## src/core/sdorsp_pkg.sv

```systemverilog
// Shared constants for the expedited request responder
package sdorsp_pkg;
   // Frame identifiers and length
   localparam logic [10:0] REQ_BASE = 11'h600;
   localparam logic [10:0] RSP_BASE = 11'h580;
   localparam logic [3:0] FRAME_DLC = 4'h8;
   // Command byte layout
   localparam int CS_MSB = 7;
   localparam int CS_LSB = 4;
   localparam int UNUSED_MSB = 3;
   localparam int UNUSED_LSB = 2;
   // Command specifier values
   localparam logic [3:0] CS_WRITE = 4'h2;
   localparam logic [3:0] CS_QUERY = 4'h4;
   localparam logic [3:0] CS_WRITE_OK = 4'h6;
   localparam logic [3:0] CS_ERROR = 4'h8;
   // Unused-byte counts
   localparam logic [1:0] UNUSED_ONE_BYTE = 2'h3;
   localparam logic [1:0] UNUSED_U16 = 2'h2;
   localparam logic [1:0] UNUSED_NONE = 2'h0;
   // Supported objects
   localparam logic [15:0] HALT_INDEX = 16'h200C;
   localparam logic [7:0] HALT_SUB = 8'h00;
   localparam logic [7:0] HALT_ON = 8'h01;
   localparam logic [7:0] HALT_OFF = 8'h00;
   localparam logic [15:0] VOLT_INDEX = 16'h210D;
   localparam logic [7:0] VOLT_SUB = 8'h02;
   // Register byte addresses
   localparam logic [7:0] ADR_CTRL = 8'h00;
   localparam logic [7:0] ADR_STATUS = 8'h04;
   localparam logic [7:0] ADR_COUNT = 8'h08;
   // Register field positions and reset values
   localparam int CTRL_EN_BIT = 8;
   localparam int STATUS_HALT_BIT = 0;
   localparam logic [6:0] NODE_ID_RST = 7'h01;
   localparam logic CTRL_EN_RST = 1'b1;
   // Responder states, Gray along idle-decode-send
   typedef enum logic [1:0] {
      SDORSP_IDLE = 2'b00,
      SDORSP_DECODE = 2'b01,
      SDORSP_SEND = 2'b11
   } sdorsp_state_e;
endpackage

```

## src/core/sdorsp_cfg_if.sv

```systemverilog
// Interface between the responder core and its register file
`timescale 1ns/1ns
`default_nettype none
interface sdorsp_cfg_if;
   logic [6:0] node_id;  // Own node identifier
   logic enable;         // Responder enable
   logic halt;           // Emergency halt state
   logic halt_set;       // One-cycle request to raise halt
   logic req_inc;        // One-cycle accepted-request count
   logic err_inc;        // One-cycle error-reply count
   modport regs (output node_id, output enable, output halt, input halt_set, input req_inc, input err_inc);
   modport core (input node_id, input enable, input halt, output halt_set, output req_inc, output err_inc);
endinterface
`default_nettype wire

```

## src/core/sdorsp_wb_regs.sv

```systemverilog
// Wishbone classic register file of the responder
`timescale 1ns/1ns
`default_nettype none
module sdorsp_wb_regs (
   input wire logic clk,
   input wire logic rst_n,
   input wire logic wb_cyc_i,
   input wire logic wb_stb_i,
   input wire logic wb_we_i,
   input wire logic [7:0] wb_adr_i,
   input wire logic [31:0] wb_dat_i,
   input wire logic [3:0] wb_sel_i,
   output logic [31:0] wb_dat_o,
   output logic wb_ack_o,
   sdorsp_cfg_if.regs cfg
);
   logic ack_reg, ack_next;            // Bus answer
   logic [31:0] dat_reg, dat_next;     // Read data
   logic [6:0] node_reg, node_next;    // Node identifier
   logic en_reg, en_next;              // Enable
   logic halt_reg, halt_next;          // Sticky halt
   logic [15:0] req_reg, req_next;     // Accepted requests
   logic [15:0] err_reg, err_next;     // Error replies
   logic wr;                           // Write commits on the acked edge

   // Next values for bus and registers
   always_comb begin
      ack_next = wb_cyc_i & wb_stb_i & ~ack_reg;
      dat_next = dat_reg;
      wr = wb_cyc_i & wb_stb_i & wb_we_i & ack_reg;
      node_next = node_reg;
      en_next = en_reg;
      req_next = req_reg + {15'h0000, cfg.req_inc};
      err_next = err_reg + {15'h0000, cfg.err_inc};
      halt_next = halt_reg;
      // Read data is latched with ack so it is steady when sampled
      if (ack_next) begin
         unique case (wb_adr_i)
            sdorsp_pkg::ADR_CTRL: dat_next = {23'h000000, en_reg, 1'b0, node_reg};
            sdorsp_pkg::ADR_STATUS: dat_next = {31'h00000000, halt_reg};
            sdorsp_pkg::ADR_COUNT: dat_next = {err_reg, req_reg};
            default: dat_next = 32'h00000000; // Unmapped reads as zero
         endcase
      end
      if (wr && wb_adr_i == sdorsp_pkg::ADR_CTRL) begin
         if (wb_sel_i[0]) begin
            node_next = wb_dat_i[6:0];
         end
         if (wb_sel_i[1]) begin
            en_next = wb_dat_i[sdorsp_pkg::CTRL_EN_BIT];
         end
      end
      // Write one clears halt; a set in the same cycle wins
      if (wr && wb_adr_i == sdorsp_pkg::ADR_STATUS && wb_sel_i[0] && wb_dat_i[sdorsp_pkg::STATUS_HALT_BIT]) begin
         halt_next = 1'b0;
      end
      if (cfg.halt_set) begin
         halt_next = 1'b1;
      end
   end

   // Register stage
   always_ff @(posedge clk or negedge rst_n) begin
      if (!rst_n) begin
         ack_reg <= 1'b0;
         dat_reg <= 32'h00000000;
         node_reg <= sdorsp_pkg::NODE_ID_RST;
         en_reg <= sdorsp_pkg::CTRL_EN_RST;
         halt_reg <= 1'b0;
         req_reg <= 16'h0000;
         err_reg <= 16'h0000;
      end else begin
         ack_reg <= ack_next;
         dat_reg <= dat_next;
         node_reg <= node_next;
         en_reg <= en_next;
         halt_reg <= halt_next;
         req_reg <= req_next;
         err_reg <= err_next;
      end
   end

   assign wb_ack_o = ack_reg;
   assign wb_dat_o = dat_reg;
   assign cfg.node_id = node_reg;
   assign cfg.enable = en_reg;
   assign cfg.halt = halt_reg;
endmodule
`default_nettype wire

```

## src/core/sdorsp_responder.sv

```systemverilog
// Expedited request decoder and reply builder, top level
`timescale 1ns/1ns
`default_nettype none
// Operation
// - Specifier 2 means write to index/subindex
// - One data byte: unused count 3, lowest byte
// - Writing 1 to halt object raises halt
// - Specifier 4 means query; data ignored
// - Query reply uses specifier 4, echoes index/subindex
// - Reply id is reply base plus node
// - 16-bit value: unused count 2, low bytes
// - Query 0x210D/0x02 returns battery tenths-of-volt
// - Raw count 400 means 40 volts
// - Byte0: specifier bits 7:4, unused bits 3:2
// - Good write replies specifier 6, no data
// - Unacceptable request replies specifier 8
module sdorsp_responder (
   input wire logic clk,
   input wire logic rst_n,
   input wire logic wb_cyc_i,
   input wire logic wb_stb_i,
   input wire logic wb_we_i,
   input wire logic [7:0] wb_adr_i,
   input wire logic [31:0] wb_dat_i,
   input wire logic [3:0] wb_sel_i,
   output logic [31:0] wb_dat_o,
   output logic wb_ack_o,
   input wire logic rx_valid,
   output logic rx_ready,
   input wire logic [10:0] rx_id,
   input wire logic [3:0] rx_dlc,
   input wire logic [63:0] rx_data,
   output logic tx_valid,
   input wire logic tx_ready,
   output logic [10:0] tx_id,
   output logic [3:0] tx_dlc,
   output logic [63:0] tx_data,
   input wire logic [15:0] batt_decivolt,
   output logic halt
);
   sdorsp_cfg_if cfg ();

   // Register file on the bus
   sdorsp_wb_regs u_regs (
      .clk(clk),
      .rst_n(rst_n),
      .wb_cyc_i(wb_cyc_i),
      .wb_stb_i(wb_stb_i),
      .wb_we_i(wb_we_i),
      .wb_adr_i(wb_adr_i),
      .wb_dat_i(wb_dat_i),
      .wb_sel_i(wb_sel_i),
      .wb_dat_o(wb_dat_o),
      .wb_ack_o(wb_ack_o),
      .cfg(cfg.regs)
   );

   sdorsp_pkg::sdorsp_state_e st_reg, st_next;  // Frame sequencer
   logic rx_ready_reg, rx_ready_next;           // Frame slot free
   logic [10:0] id_reg, id_next;                // Captured identifier
   logic [3:0] dlc_reg, dlc_next;               // Captured length
   logic [63:0] data_reg, data_next;            // Captured payload
   logic tx_valid_reg, tx_valid_next;           // Reply pending
   logic [10:0] tx_id_reg, tx_id_next;          // Reply identifier
   logic [63:0] tx_data_reg, tx_data_next;      // Reply payload
   logic halt_set_reg, halt_set_next;           // Halt request pulse
   logic req_inc_reg, req_inc_next;             // Accepted request pulse
   logic err_inc_reg, err_inc_next;             // Error reply pulse
   logic halt_out_reg, halt_out_next;           // Halt pin copy

   // Request fields, bytes numbered from the low end
   logic [3:0] cs;
   logic [1:0] unused;
   logic [15:0] index;
   logic [7:0] sub;
   logic [7:0] val0;
   logic [10:0] own_req_id;
   logic [7:0] rsp_cmd;
   logic [31:0] rsp_val;
   logic rsp_err;
   logic halt_req; // Decoded halt write, only used once a reply is due

   assign cs = data_reg[sdorsp_pkg::CS_MSB:sdorsp_pkg::CS_LSB];
   assign unused = data_reg[sdorsp_pkg::UNUSED_MSB:sdorsp_pkg::UNUSED_LSB];
   assign index = {data_reg[23:16], data_reg[15:8]};
   assign sub = data_reg[31:24];
   assign val0 = data_reg[39:32];
   assign own_req_id = sdorsp_pkg::REQ_BASE + {4'h0, cfg.node_id};

   // Reply decision for the captured request
   always_comb begin
      rsp_err = 1'b1;
      rsp_cmd = {sdorsp_pkg::CS_ERROR, 4'h0};
      rsp_val = 32'h00000000;
      halt_req = 1'b0;
      unique case (cs)
         // Writes: only the halt object, one byte, value 0 or 1
         sdorsp_pkg::CS_WRITE: begin
            if (index == sdorsp_pkg::HALT_INDEX && sub == sdorsp_pkg::HALT_SUB &&
                unused == sdorsp_pkg::UNUSED_ONE_BYTE &&
                (val0 == sdorsp_pkg::HALT_ON || val0 == sdorsp_pkg::HALT_OFF)) begin
               rsp_err = 1'b0;
               rsp_cmd = {sdorsp_pkg::CS_WRITE_OK, sdorsp_pkg::UNUSED_NONE, 2'h0};
               halt_req = (val0 == sdorsp_pkg::HALT_ON);
            end
         end
         // Queries: data bytes of the request are not looked at
         sdorsp_pkg::CS_QUERY: begin
            if (index == sdorsp_pkg::VOLT_INDEX && sub == sdorsp_pkg::VOLT_SUB) begin
               rsp_err = 1'b0;
               rsp_cmd = {sdorsp_pkg::CS_QUERY, sdorsp_pkg::UNUSED_U16, 2'h0};
               // Already in tenths of a volt, so 400 reads as 40 V
               rsp_val = {16'h0000, batt_decivolt};
            end
         end
         default: begin
            rsp_err = 1'b1; // Unknown specifier is refused
         end
      endcase
   end

   // Sequencer next state
   always_comb begin
      st_next = st_reg;
      rx_ready_next = rx_ready_reg;
      id_next = id_reg;
      dlc_next = dlc_reg;
      data_next = data_reg;
      tx_valid_next = tx_valid_reg;
      tx_id_next = tx_id_reg;
      tx_data_next = tx_data_reg;
      req_inc_next = 1'b0;
      err_inc_next = 1'b0;
      halt_set_next = 1'b0;
      // Pin follows the sticky halt, one edge behind the set pulse
      halt_out_next = cfg.halt | halt_set_reg;
      unique case (st_reg)
         // Take one whole frame, then close the slot while it is handled
         sdorsp_pkg::SDORSP_IDLE: begin
            if (rx_valid && rx_ready_reg) begin
               id_next = rx_id;
               dlc_next = rx_dlc;
               data_next = rx_data;
               rx_ready_next = 1'b0;
               st_next = sdorsp_pkg::SDORSP_DECODE;
            end else if (!rx_ready_reg) begin
               rx_ready_next = 1'b1; // Slot opens one cycle after reset release
            end
         end
         // Foreign or short frames are dropped silently
         sdorsp_pkg::SDORSP_DECODE: begin
            if (!cfg.enable || id_reg != own_req_id || dlc_reg != sdorsp_pkg::FRAME_DLC) begin
               rx_ready_next = 1'b1;
               st_next = sdorsp_pkg::SDORSP_IDLE;
            end else begin
               tx_id_next = sdorsp_pkg::RSP_BASE + {4'h0, cfg.node_id};
               tx_data_next = {rsp_val, sub, index[15:8], index[7:0], rsp_cmd};
               tx_valid_next = 1'b1;
               req_inc_next = 1'b1;
               err_inc_next = rsp_err;
               halt_set_next = halt_req;
               st_next = sdorsp_pkg::SDORSP_SEND;
            end
         end
         // Hold the reply until the CAN side takes it
         sdorsp_pkg::SDORSP_SEND: begin
            if (tx_ready && tx_valid_reg) begin
               tx_valid_next = 1'b0;
               rx_ready_next = 1'b1;
               st_next = sdorsp_pkg::SDORSP_IDLE;
            end
         end
         default: begin
            st_next = sdorsp_pkg::SDORSP_IDLE; // Illegal code recovers
            rx_ready_next = 1'b1;
            tx_valid_next = 1'b0;
         end
      endcase
   end

   // Sequencer registers; halt is only requested from DECODE
   always_ff @(posedge clk or negedge rst_n) begin
      if (!rst_n) begin
         st_reg <= sdorsp_pkg::SDORSP_IDLE;
         rx_ready_reg <= 1'b0;
         id_reg <= 11'h000;
         dlc_reg <= 4'h0;
         data_reg <= 64'h0000000000000000;
         tx_valid_reg <= 1'b0;
         tx_id_reg <= 11'h000;
         tx_data_reg <= 64'h0000000000000000;
         halt_set_reg <= 1'b0;
         req_inc_reg <= 1'b0;
         err_inc_reg <= 1'b0;
         halt_out_reg <= 1'b0;
      end else begin
         st_reg <= st_next;
         rx_ready_reg <= rx_ready_next;
         id_reg <= id_next;
         dlc_reg <= dlc_next;
         data_reg <= data_next;
         tx_valid_reg <= tx_valid_next;
         tx_id_reg <= tx_id_next;
         tx_data_reg <= tx_data_next;
         halt_set_reg <= halt_set_next;
         req_inc_reg <= req_inc_next;
         err_inc_reg <= err_inc_next;
         halt_out_reg <= halt_out_next;
      end
   end

   assign cfg.halt_set = halt_set_reg;
   assign cfg.req_inc = req_inc_reg;
   assign cfg.err_inc = err_inc_reg;
   assign rx_ready = rx_ready_reg;
   assign tx_valid = tx_valid_reg;
   assign tx_id = tx_id_reg;
   assign tx_dlc = sdorsp_pkg::FRAME_DLC;
   assign tx_data = tx_data_reg;
   assign halt = halt_out_reg;
endmodule
`default_nettype wire

```

## config.mk

```make
export PLATFORM = sky130hd
export DESIGN_NAME = sdorsp_responder
export DESIGN_NICKNAME = d
export VERILOG_FILES = /design/src/core/sdorsp_pkg.sv /design/src/core/sdorsp_cfg_if.sv /design/src/core/sdorsp_wb_regs.sv /design/src/core/sdorsp_responder.sv
export SDC_FILE = /design/constraint.sdc
export NUM_CORES = 1
export LEC_CHECK = 0
export ABC_AREA = 1
export BUFFER_PORTS_ARGS = -buffer_cell sky130_fd_sc_hd__buf_2
export CAP_MARGIN = 0
export CORE_MARGIN = 2
export CORE_UTILIZATION = 45
export DETAILED_ROUTE_END_ITERATION = 8
export GPL_TIMING_DRIVEN = 0
export PLACE_DENSITY = 0.81
export SLEW_MARGIN = 20
export SYNTH_ARGS = -nofsm -noshare
export SYNTH_HDL_FRONTEND = slang
export SYNTH_SLANG_ARGS = --single-unit
```

## constraint.sdc

```tcl
create_clock -name clk -period 3 [get_ports clk]
set_input_delay 0.45 -clock clk [delete_from_list [all_inputs] [get_ports clk]]
set_output_delay 0.45 -clock clk [all_outputs]
set_load 0.005 [all_outputs]
```

# Word level (Yosys, flattened, before mapping)
# Cells that the tools add are included.
[totals]
ff_bits = 196
inputBits = 146
[classes]
eq_ne = 17
n_addsub = 4
bitwise = 8
muxes = 30
reduce_logical = 26
[op_table]
columns = ["operator", "n"]
rows = [
  ["one-hot mux 32 bit (3 select lines)", 1],
  ["adder 16 x 1 -> 16 bit", 2],
  ["== test 16 x 14 -> 1 bit, second input constant", 2],
  ["two-way mux 16 bit", 2],
  ["logical NOT 8 bit", 3],
  ["two-way mux 1 bit", 17],
  ["two-way mux 8 bit", 2],
  ["one-hot mux 8 bit (2 select lines)", 1],
  ["AND reduction 2 bit", 6],
  ["adder 10 x 8 -> 11 bit, first input constant", 1],
  ["adder 11 x 7 -> 11 bit, first input constant", 1],
  ["inequality test 11 bit", 1],
  ["logical AND 1 bit", 10],
  ["== test 8 x 1 -> 1 bit, second input constant", 1],
  ["== test 8 x 2 -> 1 bit, second input constant", 1],
  ["== test 8 x 3 -> 1 bit, second input constant", 1],
  ["== test 8 x 4 -> 1 bit, second input constant", 1],
  ["inequality test 2 bit, second input constant", 4],
  ["two-way mux 2 bit", 3],
  ["one-hot mux 1 bit (3 select lines)", 2],
  ["one-hot mux 2 bit (3 select lines)", 1],
  ["AND 1 bit", 4],
  ["== test 2 bit, second input constant", 2],
  ["== test 4 x 2 -> 1 bit, second input constant", 1],
  ["11 further kinds", 15],
]

# Logic depth before layout (Yosys ltp)
# Gate-level depths: netlist (run 1).
[depth]
ltp_word = 8
ltp_mapped = 11

# Cells and area by module
# Synthesis (run 1) repeated with hierarchy kept, for this count alone.
[hier_totals]
cells_unflattened = 886
area_unflattened_um2 = 8276.7
[by_module_without_submodules]
columns = ["mod", "seq_area_each_um2", "area_each_um2", "cells_per_inst", "instances"]
rows = [
  ["sdorsp_responder", 2827.7, 4873.4, 526, 1],
  ["sdorsp_wb_regs", 1854.3, 3403.3, 360, 1],
]

# Worst setup path after synthesis (run 1)
# Ideal clock, no wire load.
[synth_timing]
kind = "flip-flop to flip-flop"
start = "register u_regs.err_reg[0]"
end = "register u_regs.err_reg[12]"
t_arrival_ns = 1.384
required_ns = 2.876
n_path_buf = 0
setup_slack_ns = 1.492
setup_time_ns = 0.124
period_less_slack_ns = 1.508
path_stages_with_launch = 7
cell_sequence = "dfrtp_1 -> ha_1 -> ha_1 -> nand2_1 -> nor3_1 -> nand4_1 -> xor2_1"
[synth_via]
elab_chain_len = 1
[synth_rtl]
columns = ["element", "line_no", "rtl"]
rows = [
  ["from (decl)", "sdorsp_wb_regs.sv:23", "logic [15:0] err_reg, err_next;"],
  ["from (signal assigned)", "sdorsp_wb_regs.sv:79", "err_reg <= err_next;"],
  ["adder 16 x 1 -> 16 bit", "sdorsp_wb_regs.sv:34", "err_next = err_reg + {15'h0000, cfg.err_inc};"],
  ["net u_regs.err_next[12]", "sdorsp_wb_regs.sv:23", ""],
]
# The timed path passes the listed nets, and every way through them passes these cells.
# A chain may end at the register's enable or synchronous reset.

# Final worst setup path (run 1)
[layout_timing]
start = "register u_regs.err_reg[0]"
end = "register u_regs.err_reg[14]"
# The elaborated chain is that of the path after synthesis.

==> impl_metrics.tcl, run 1 <==
set metrics [dict create \
    critPathCaptureType "register" \
    busiest_layer "met2" \
    ys_warn_count 0 \
    initial_core_util 0.464 \
    die_h_um 138 \
    place_congestion 0.862 \
    fp-row-count 48 \
    cts_max_path_buffers 2 \
    crit_required_ns 3.31 \
    switching_share 0.249 \
    worstPathCellList "ha_1 -> ha_1 -> nand2_1 -> nor3_1 -> nand3_1 -> xor2_1" \
    drv_cap 0 \
    routed_wl_um 18900 \
    min_period_ns 1.82 \
    root_buffer "clkbuf_16" \
    area_growth_syn_to_layout_pct 23.9 \
    crit_top_cell "ha_1" \
    cp_top_family "simple AND/OR/NAND/NOR gates" \
    pwr-share-clk 0.393 \
    drv_slew 0 \
    die-area_um2 19000 \
    antenna_found_initial 3 \
    syn-cell-area_um2 8080 \
    hp-class "primary input to register" \
    first_iter_violations 368 \
    finalInstanceArea_um2 10000 \
    via_per_inst 4.79 \
    final_common_cell "nand2_1" \
    drc 0 \
    internal-power_mw 4.12 \
    synthArstFlopShare 1.00 \
    hold_ws_ns 0.247 \
    clkSlewWorstSetupHoldPaths_ns 0.07 \
    finalCritPeriodShare 0.608 \
    synth_edf_count 0 \
    worst_skew_pair.late_latency_ns 0.43 \
    drive_gt1_frac 0.289 \
    grt.total_usage 0.207 \
    ys_ff_latch 187 \
    crit_fanout 5 \
    synth.distinct_cells 34 \
    cts_setup_buffers 0 \
    critPathLaunch "u_regs.err_reg[0]" \
    p_per_area_nw_per_um2 548 \
    grtUsageMet3 0.0709 \
    finClkSkew_ns 0.00955 \
    cp_num_buf_inv 0 \
    worst_pin_slew_ns 0.663 \
    dp_hpwl_um 14200 \
    hold_start "wb_dat_i[0]" \
    largest_reg_flops 44 \
    hold_viol 0 \
    status "finished, final reports clean" \
    cts_buffers 17 \
    grt_util_met2 0.344 \
    cts_resized 0 \
    max_freq_mhz 549 \
    synthFlopType "dfrtp_1" \
    cts.sinks 187 \
    fillCellCount 1538 \
    p_comb_frac 0.099 \
    detail-route-antenna-nets 0 \
    r2r-start "u_regs.err_reg[0]" \
    numPortBuffers 183 \
    path_class "register to register" \
    p_sw_mw 1.37 \
    setup_viol 0 \
    fin_nets 1241 \
    power_frac_seq 0.508 \
    critPathLaunchType "register" \
    arrival_ns 2.13 \
    syn_inst 863 \
    avgSynthCellArea_um2 9.36 \
    coreArea_um2 17400 \
    routedWlPerCell_um 14.2 \
    place_area_um2 9430 \
    holdBufCountCts 1 \
    cts_tree "yes" \
    cts-htree-levels 4 \
    grt_pass1_wl_um 30400 \
    slowest_stage "nor3_1" \
    layout_common_cells "nand2_1 (230), buf_2 (198), dfrtp_1 (185), nor2_1 (83), inv_1 (74)" \
    slew_headroom 0.555 \
    yosysSeqAreaShare 0.580 \
    die_width_um 138 \
    ios 261 \
    rsz0062_at_grt "no" \
    first_pass_iters 5 \
    grt_start_max_net_pins 78 \
    gr-usage-met1 0.254 \
    max_stage_delay_ns 0.52 \
    ir_worst_vdd_mv 0.390 \
    first_global_vias 6296 \
    p_leak_nw 5.31 \
    num_vias 6374 \
    grt-ovfl-total 0 \
]
[metal layers]
metal / up-vias / wire (um) / share of wire
li1: 3142 / - / -
met1: 3007 / 7950 / 0.42
met2: 196 / 9130 / 0.48
met3: 27 / 1470 / 0.078
met4: 2 / 297 / 0.016
met5: - / 11 / 0.00058
[logic make-up after synthesis]
logic type / share of synthesized area
flops: 0.580
buf+inv: 0.0868
compound gates: 0.0652
other cells: 0.000930
fa+ha+maj: 0.00620
mux: 0.0307
xor+xnor: 0.0293
simple gates: 0.201
[stage by stage]
step / utilization / total power [mW] / cells / setup slack, ns / TNS [ns]
global placement: 0.537 / 3.34 / 1294 / -1.48 / -272.25
global route: 0.574 / 5.75 / 1329 / 0.991 / 0
CTS: 0.574 / 5.54 / 1329 / 1.16 / 0
detailed placement: 0.541 / 3.38 / 1296 / 1.16 / 0
finish: 0.575 / 5.49 / 1331 / 1.18 / 0
floorplan: - / 3.15 / 886 / 1.49 / 0
[worst register-to-register path, cell delays in order, from the launching register on]
cell     delay, ns
dfrtp_1       0.37
ha_1          0.17
ha_1          0.18
nand2_1       0.08
nor3_1        0.52
nand3_1       0.19
xor2_1        0.19
[worst paths after layout]
path / slack, ns / to / depth (start not counted)
worst min-delay path: 0.25 / u_regs.cfg.node_id[0] / 3
worst min register to register: 0.48 / u_regs.wb_dat_o[5] / 2
worst max register to register: 1.18 / u_regs.err_reg[14] / 6
max in group asynchronous: 1.42 / data_reg[5] / 4
worst max-delay path: 1.18 / u_regs.err_reg[14] / 6
min in group asynchronous: 0.52 / u_regs.wb_dat_o[5] / 2
[cells in the mapped netlist (all sizes together), types with 5 or more instances]
cell / count / area, um2
buf: 52 / 377
nand2: 231 / 875
nor3: 11 / 71.3
nand4: 8 / 50.1
a21oi: 38 / 190
nand3: 47 / 245
xor2: 26 / 228
o21ai: 38 / 198
nor2: 92 / 378
mux2: 22 / 248
inv: 81 / 304
o31ai: 15 / 123
dfrtp: 185 / 4630
clkbuf: 5 / 20.0
[power by group through the flow]
stage	Combinational [mW]	Sequential [mW]	Clock, mW
2_1_floorplan	0.342	2.81	0
3_3_place_gp	0.520	2.82	0
3_5_place_dp	0.548	2.83	0
4_1_cts	0.551	2.79	2.20
5_1_grt	0.621	2.81	2.32
6_report	0.543	2.79	2.16
[area by class of cell]
type,count,area [um2],share of cell area
inverter,81,304,0.0304
sequential,187,4680,0.468
buffer,57,397,0.0396
tap,225,282,0.0281
timing repair buffer,186,991,0.0990
antenna,2,5.00,0.000500
clock buffer,20,457,0.0456
multi-input combinational,561,2780,0.278
clock inverter,12,113,0.0113
Note: power is estimated with default switching activity, not from simulation.
==> inputs of run 2 (changes only) <==
PLACE_DENSITY = 0.84   (was 0.81)
clock period = 1.6 ns   (was 3 ns; I/O delays follow)
==> impl_metrics.tcl, run 2 (synthesis results as in run 1) <==
set metrics [dict create \
    status "finished with violations" \
    violations "setup timing" \
    m1WireLength_um 8290 \
    die_h_um 138 \
    coreArea_um2 17400 \
    worst_skew_pair.late_latency_ns 0.43 \
    cts_buffers 17 \
    grt_pass1_wl_um 30600 \
    min_period_ns 1.70 \
    first_global_vias 6389 \
    ir_worst_vdd_mv 0.765 \
    cts-htree-levels 4 \
    p_leak_nw 5.54 \
    p_total_mw 10.5 \
    crit_required_ns 1.92 \
    antenna_found_initial 4 \
    die-area_um2 19000 \
    finalCritPeriodShare 1.06 \
    hold_viol 0 \
    wl_met3_um 1440 \
    pwr-share-clk 0.400 \
    setup_viol 46 \
    p_sw_mw 2.75 \
    critPathCaptureType "register" \
    largest_reg_flops 44 \
    setup_ws_ns -0.0951 \
    via_per_inst 4.89 \
    crit_fanout 5 \
    hp-class "primary input to register" \
    drv_cap 0 \
    area_growth_syn_to_layout_pct 31.4 \
    routedWlPerCell_um 15.1 \
    fp-row-count 48 \
    detail-route-antenna-nets 0 \
    routed_wl_um 20400 \
    power_frac_seq 0.499 \
    arrival_ns 2.01 \
    layout_common_cells "buf_2 (196), nand2_1 (191), dfrtp_1 (185), nor2_1 (78), inv_1 (73)" \
    p_per_area_nw_per_um2 988 \
    dr.max_layer_used "met5" \
    cts.sinks 187 \
    final_common_cell "buf_2" \
    post-place-ws_ns -0.219 \
    path_class "register to register" \
    num_vias 6595 \
    fillCellCount 1423 \
    drive_gt1_frac 0.359 \
    ios 261 \
    place_congestion 0.888 \
    drc 0 \
    p_comb_frac 0.101 \
    finClkSkew_ns 0.0184 \
    critPathLaunchType "register" \
    grt_start_max_net_pins 79 \
    first_pass_iters 5 \
    initial_core_util 0.464 \
    drv_slew 0 \
    fin_nets 1260 \
    grt-ovfl-total 0 \
    switching_share 0.262 \
    numPortBuffers 183 \
    root_buffer "clkbuf_16" \
    place_area_um2 9430 \
    grt.total_usage 0.210 \
    cts_max_path_buffers 2 \
    cts_tree "yes" \
    finalInstanceArea_um2 10600 \
    rsz0062_at_grt "yes" \
    first_iter_violations 323 \
    max_freq_mhz 590 \
    dp_hpwl_um 14200 \
    wl_met2_um 10300 \
    internal-power_mw 7.74 \
    clkSlewWorstSetupHoldPaths_ns 0.07 \
    die_width_um 138 \
]
-- run 2: cell types whose count changed in the layout (fill, tap and decap cells not counted), moves of 5 or more --
cell and delta:
nor2_1 -5, nand2_4 +10, buf_12 +5, nand3_2 +6, o21ai_2 +5, nand3_1 -8
buf_4 +15, nand2_1 -39, nand2_2 +29, nor2_4 +7
-- run 2: power groups by stage --
stage | clock (mW) | sequential (mW) | combinational (mW)
after floorplan | 0 | 5.26 | 0.641
after global placement | 0 | 5.29 | 0.970
after detailed placement | 0 | 5.31 | 1.03
after CTS | 4.26 | 5.22 | 1.03
after global routing | 4.48 | 5.27 | 1.21
final | 4.19 | 5.23 | 1.06
-- run 2: worst paths after layout --
path | endpoint | from | cells after the start | slack, ns
worst max-delay path | tx_id[4] | u_regs.cfg.enable | 9 | -0.1
max in group asynchronous | tx_data[34] | rst_n | 4 | 0.30
worst max register to register | tx_id[4] | u_regs.cfg.enable | 9 | -0.1
min in group asynchronous | u_regs.wb_dat_o[5] | rst_n | 2 | 0.25
worst min-delay path | u_regs.cfg.node_id[0] | wb_dat_i[0] | 3 | 0.02
worst min register to register | tx_data[32] | tx_data[32] | 2 | 0.48
-- run 2: area by class of cell --
class / count / area (um2) / area share
sequential: 187 / 4680 / 0.441
multi-input combinational: 561 / 3100 / 0.292
timing repair buffer: 205 / 1200 / 0.113
buffer: 57 / 459 / 0.0433
clock buffer: 18 / 439 / 0.0414
inverter: 81 / 304 / 0.0286
tap: 225 / 282 / 0.0265
clock inverter: 14 / 148 / 0.0139
antenna: 2 / 5.00 / 0.000472
-- run 2: repair_timing --
| action | in CTS | in global routing |
|---|---|---|
| hold buffers | 1 | 0 |
| cloned | 0 | 4 |
| gates resized for setup | 11 | 99 |
| setup endpoints to repair | 58 | 99 |
| hold endpoints to repair | 32 | 0 |
| buffers inserted | 6 | 9 |
| pin swaps | 3 | 17 |
-- run 2: critical path: stages, from the launching register on --
cell and delay (ns):
dfstp_2 0.58, nand2_2 0.07, nor2_1 0.12, nand2_1 0.11, nor2_4 0.12, nand3_4 0.13
buf_12 0.18, clkbuf_16 0.17, nand2_2 0.05, o21ai_1 0.05
-- run 2: metal layers --
metal | GRT usage | up-vias
li1 | - | 3198
met1 | 0.251 | 3182
met2 | 0.355 | 181
met3 | 0.0680 | 30
met4 | 0.0771 | 4
met5 | 0 | -
-- run 2: per-stage QoR --
stage	cells	TNS (ns)	hold WS [ns]	util
3_3_place_gp	1294	-493.29	0.457	0.537
5_1_grt	1348	-6.51	0.0188	0.609
2_1_floorplan	886	0	-0.0556	-
4_1_cts	1335	-1.22	0.00851	0.580
6_report	1350	-2.64	0.0226	0.609
3_5_place_dp	1296	-2.84	0.113	0.541
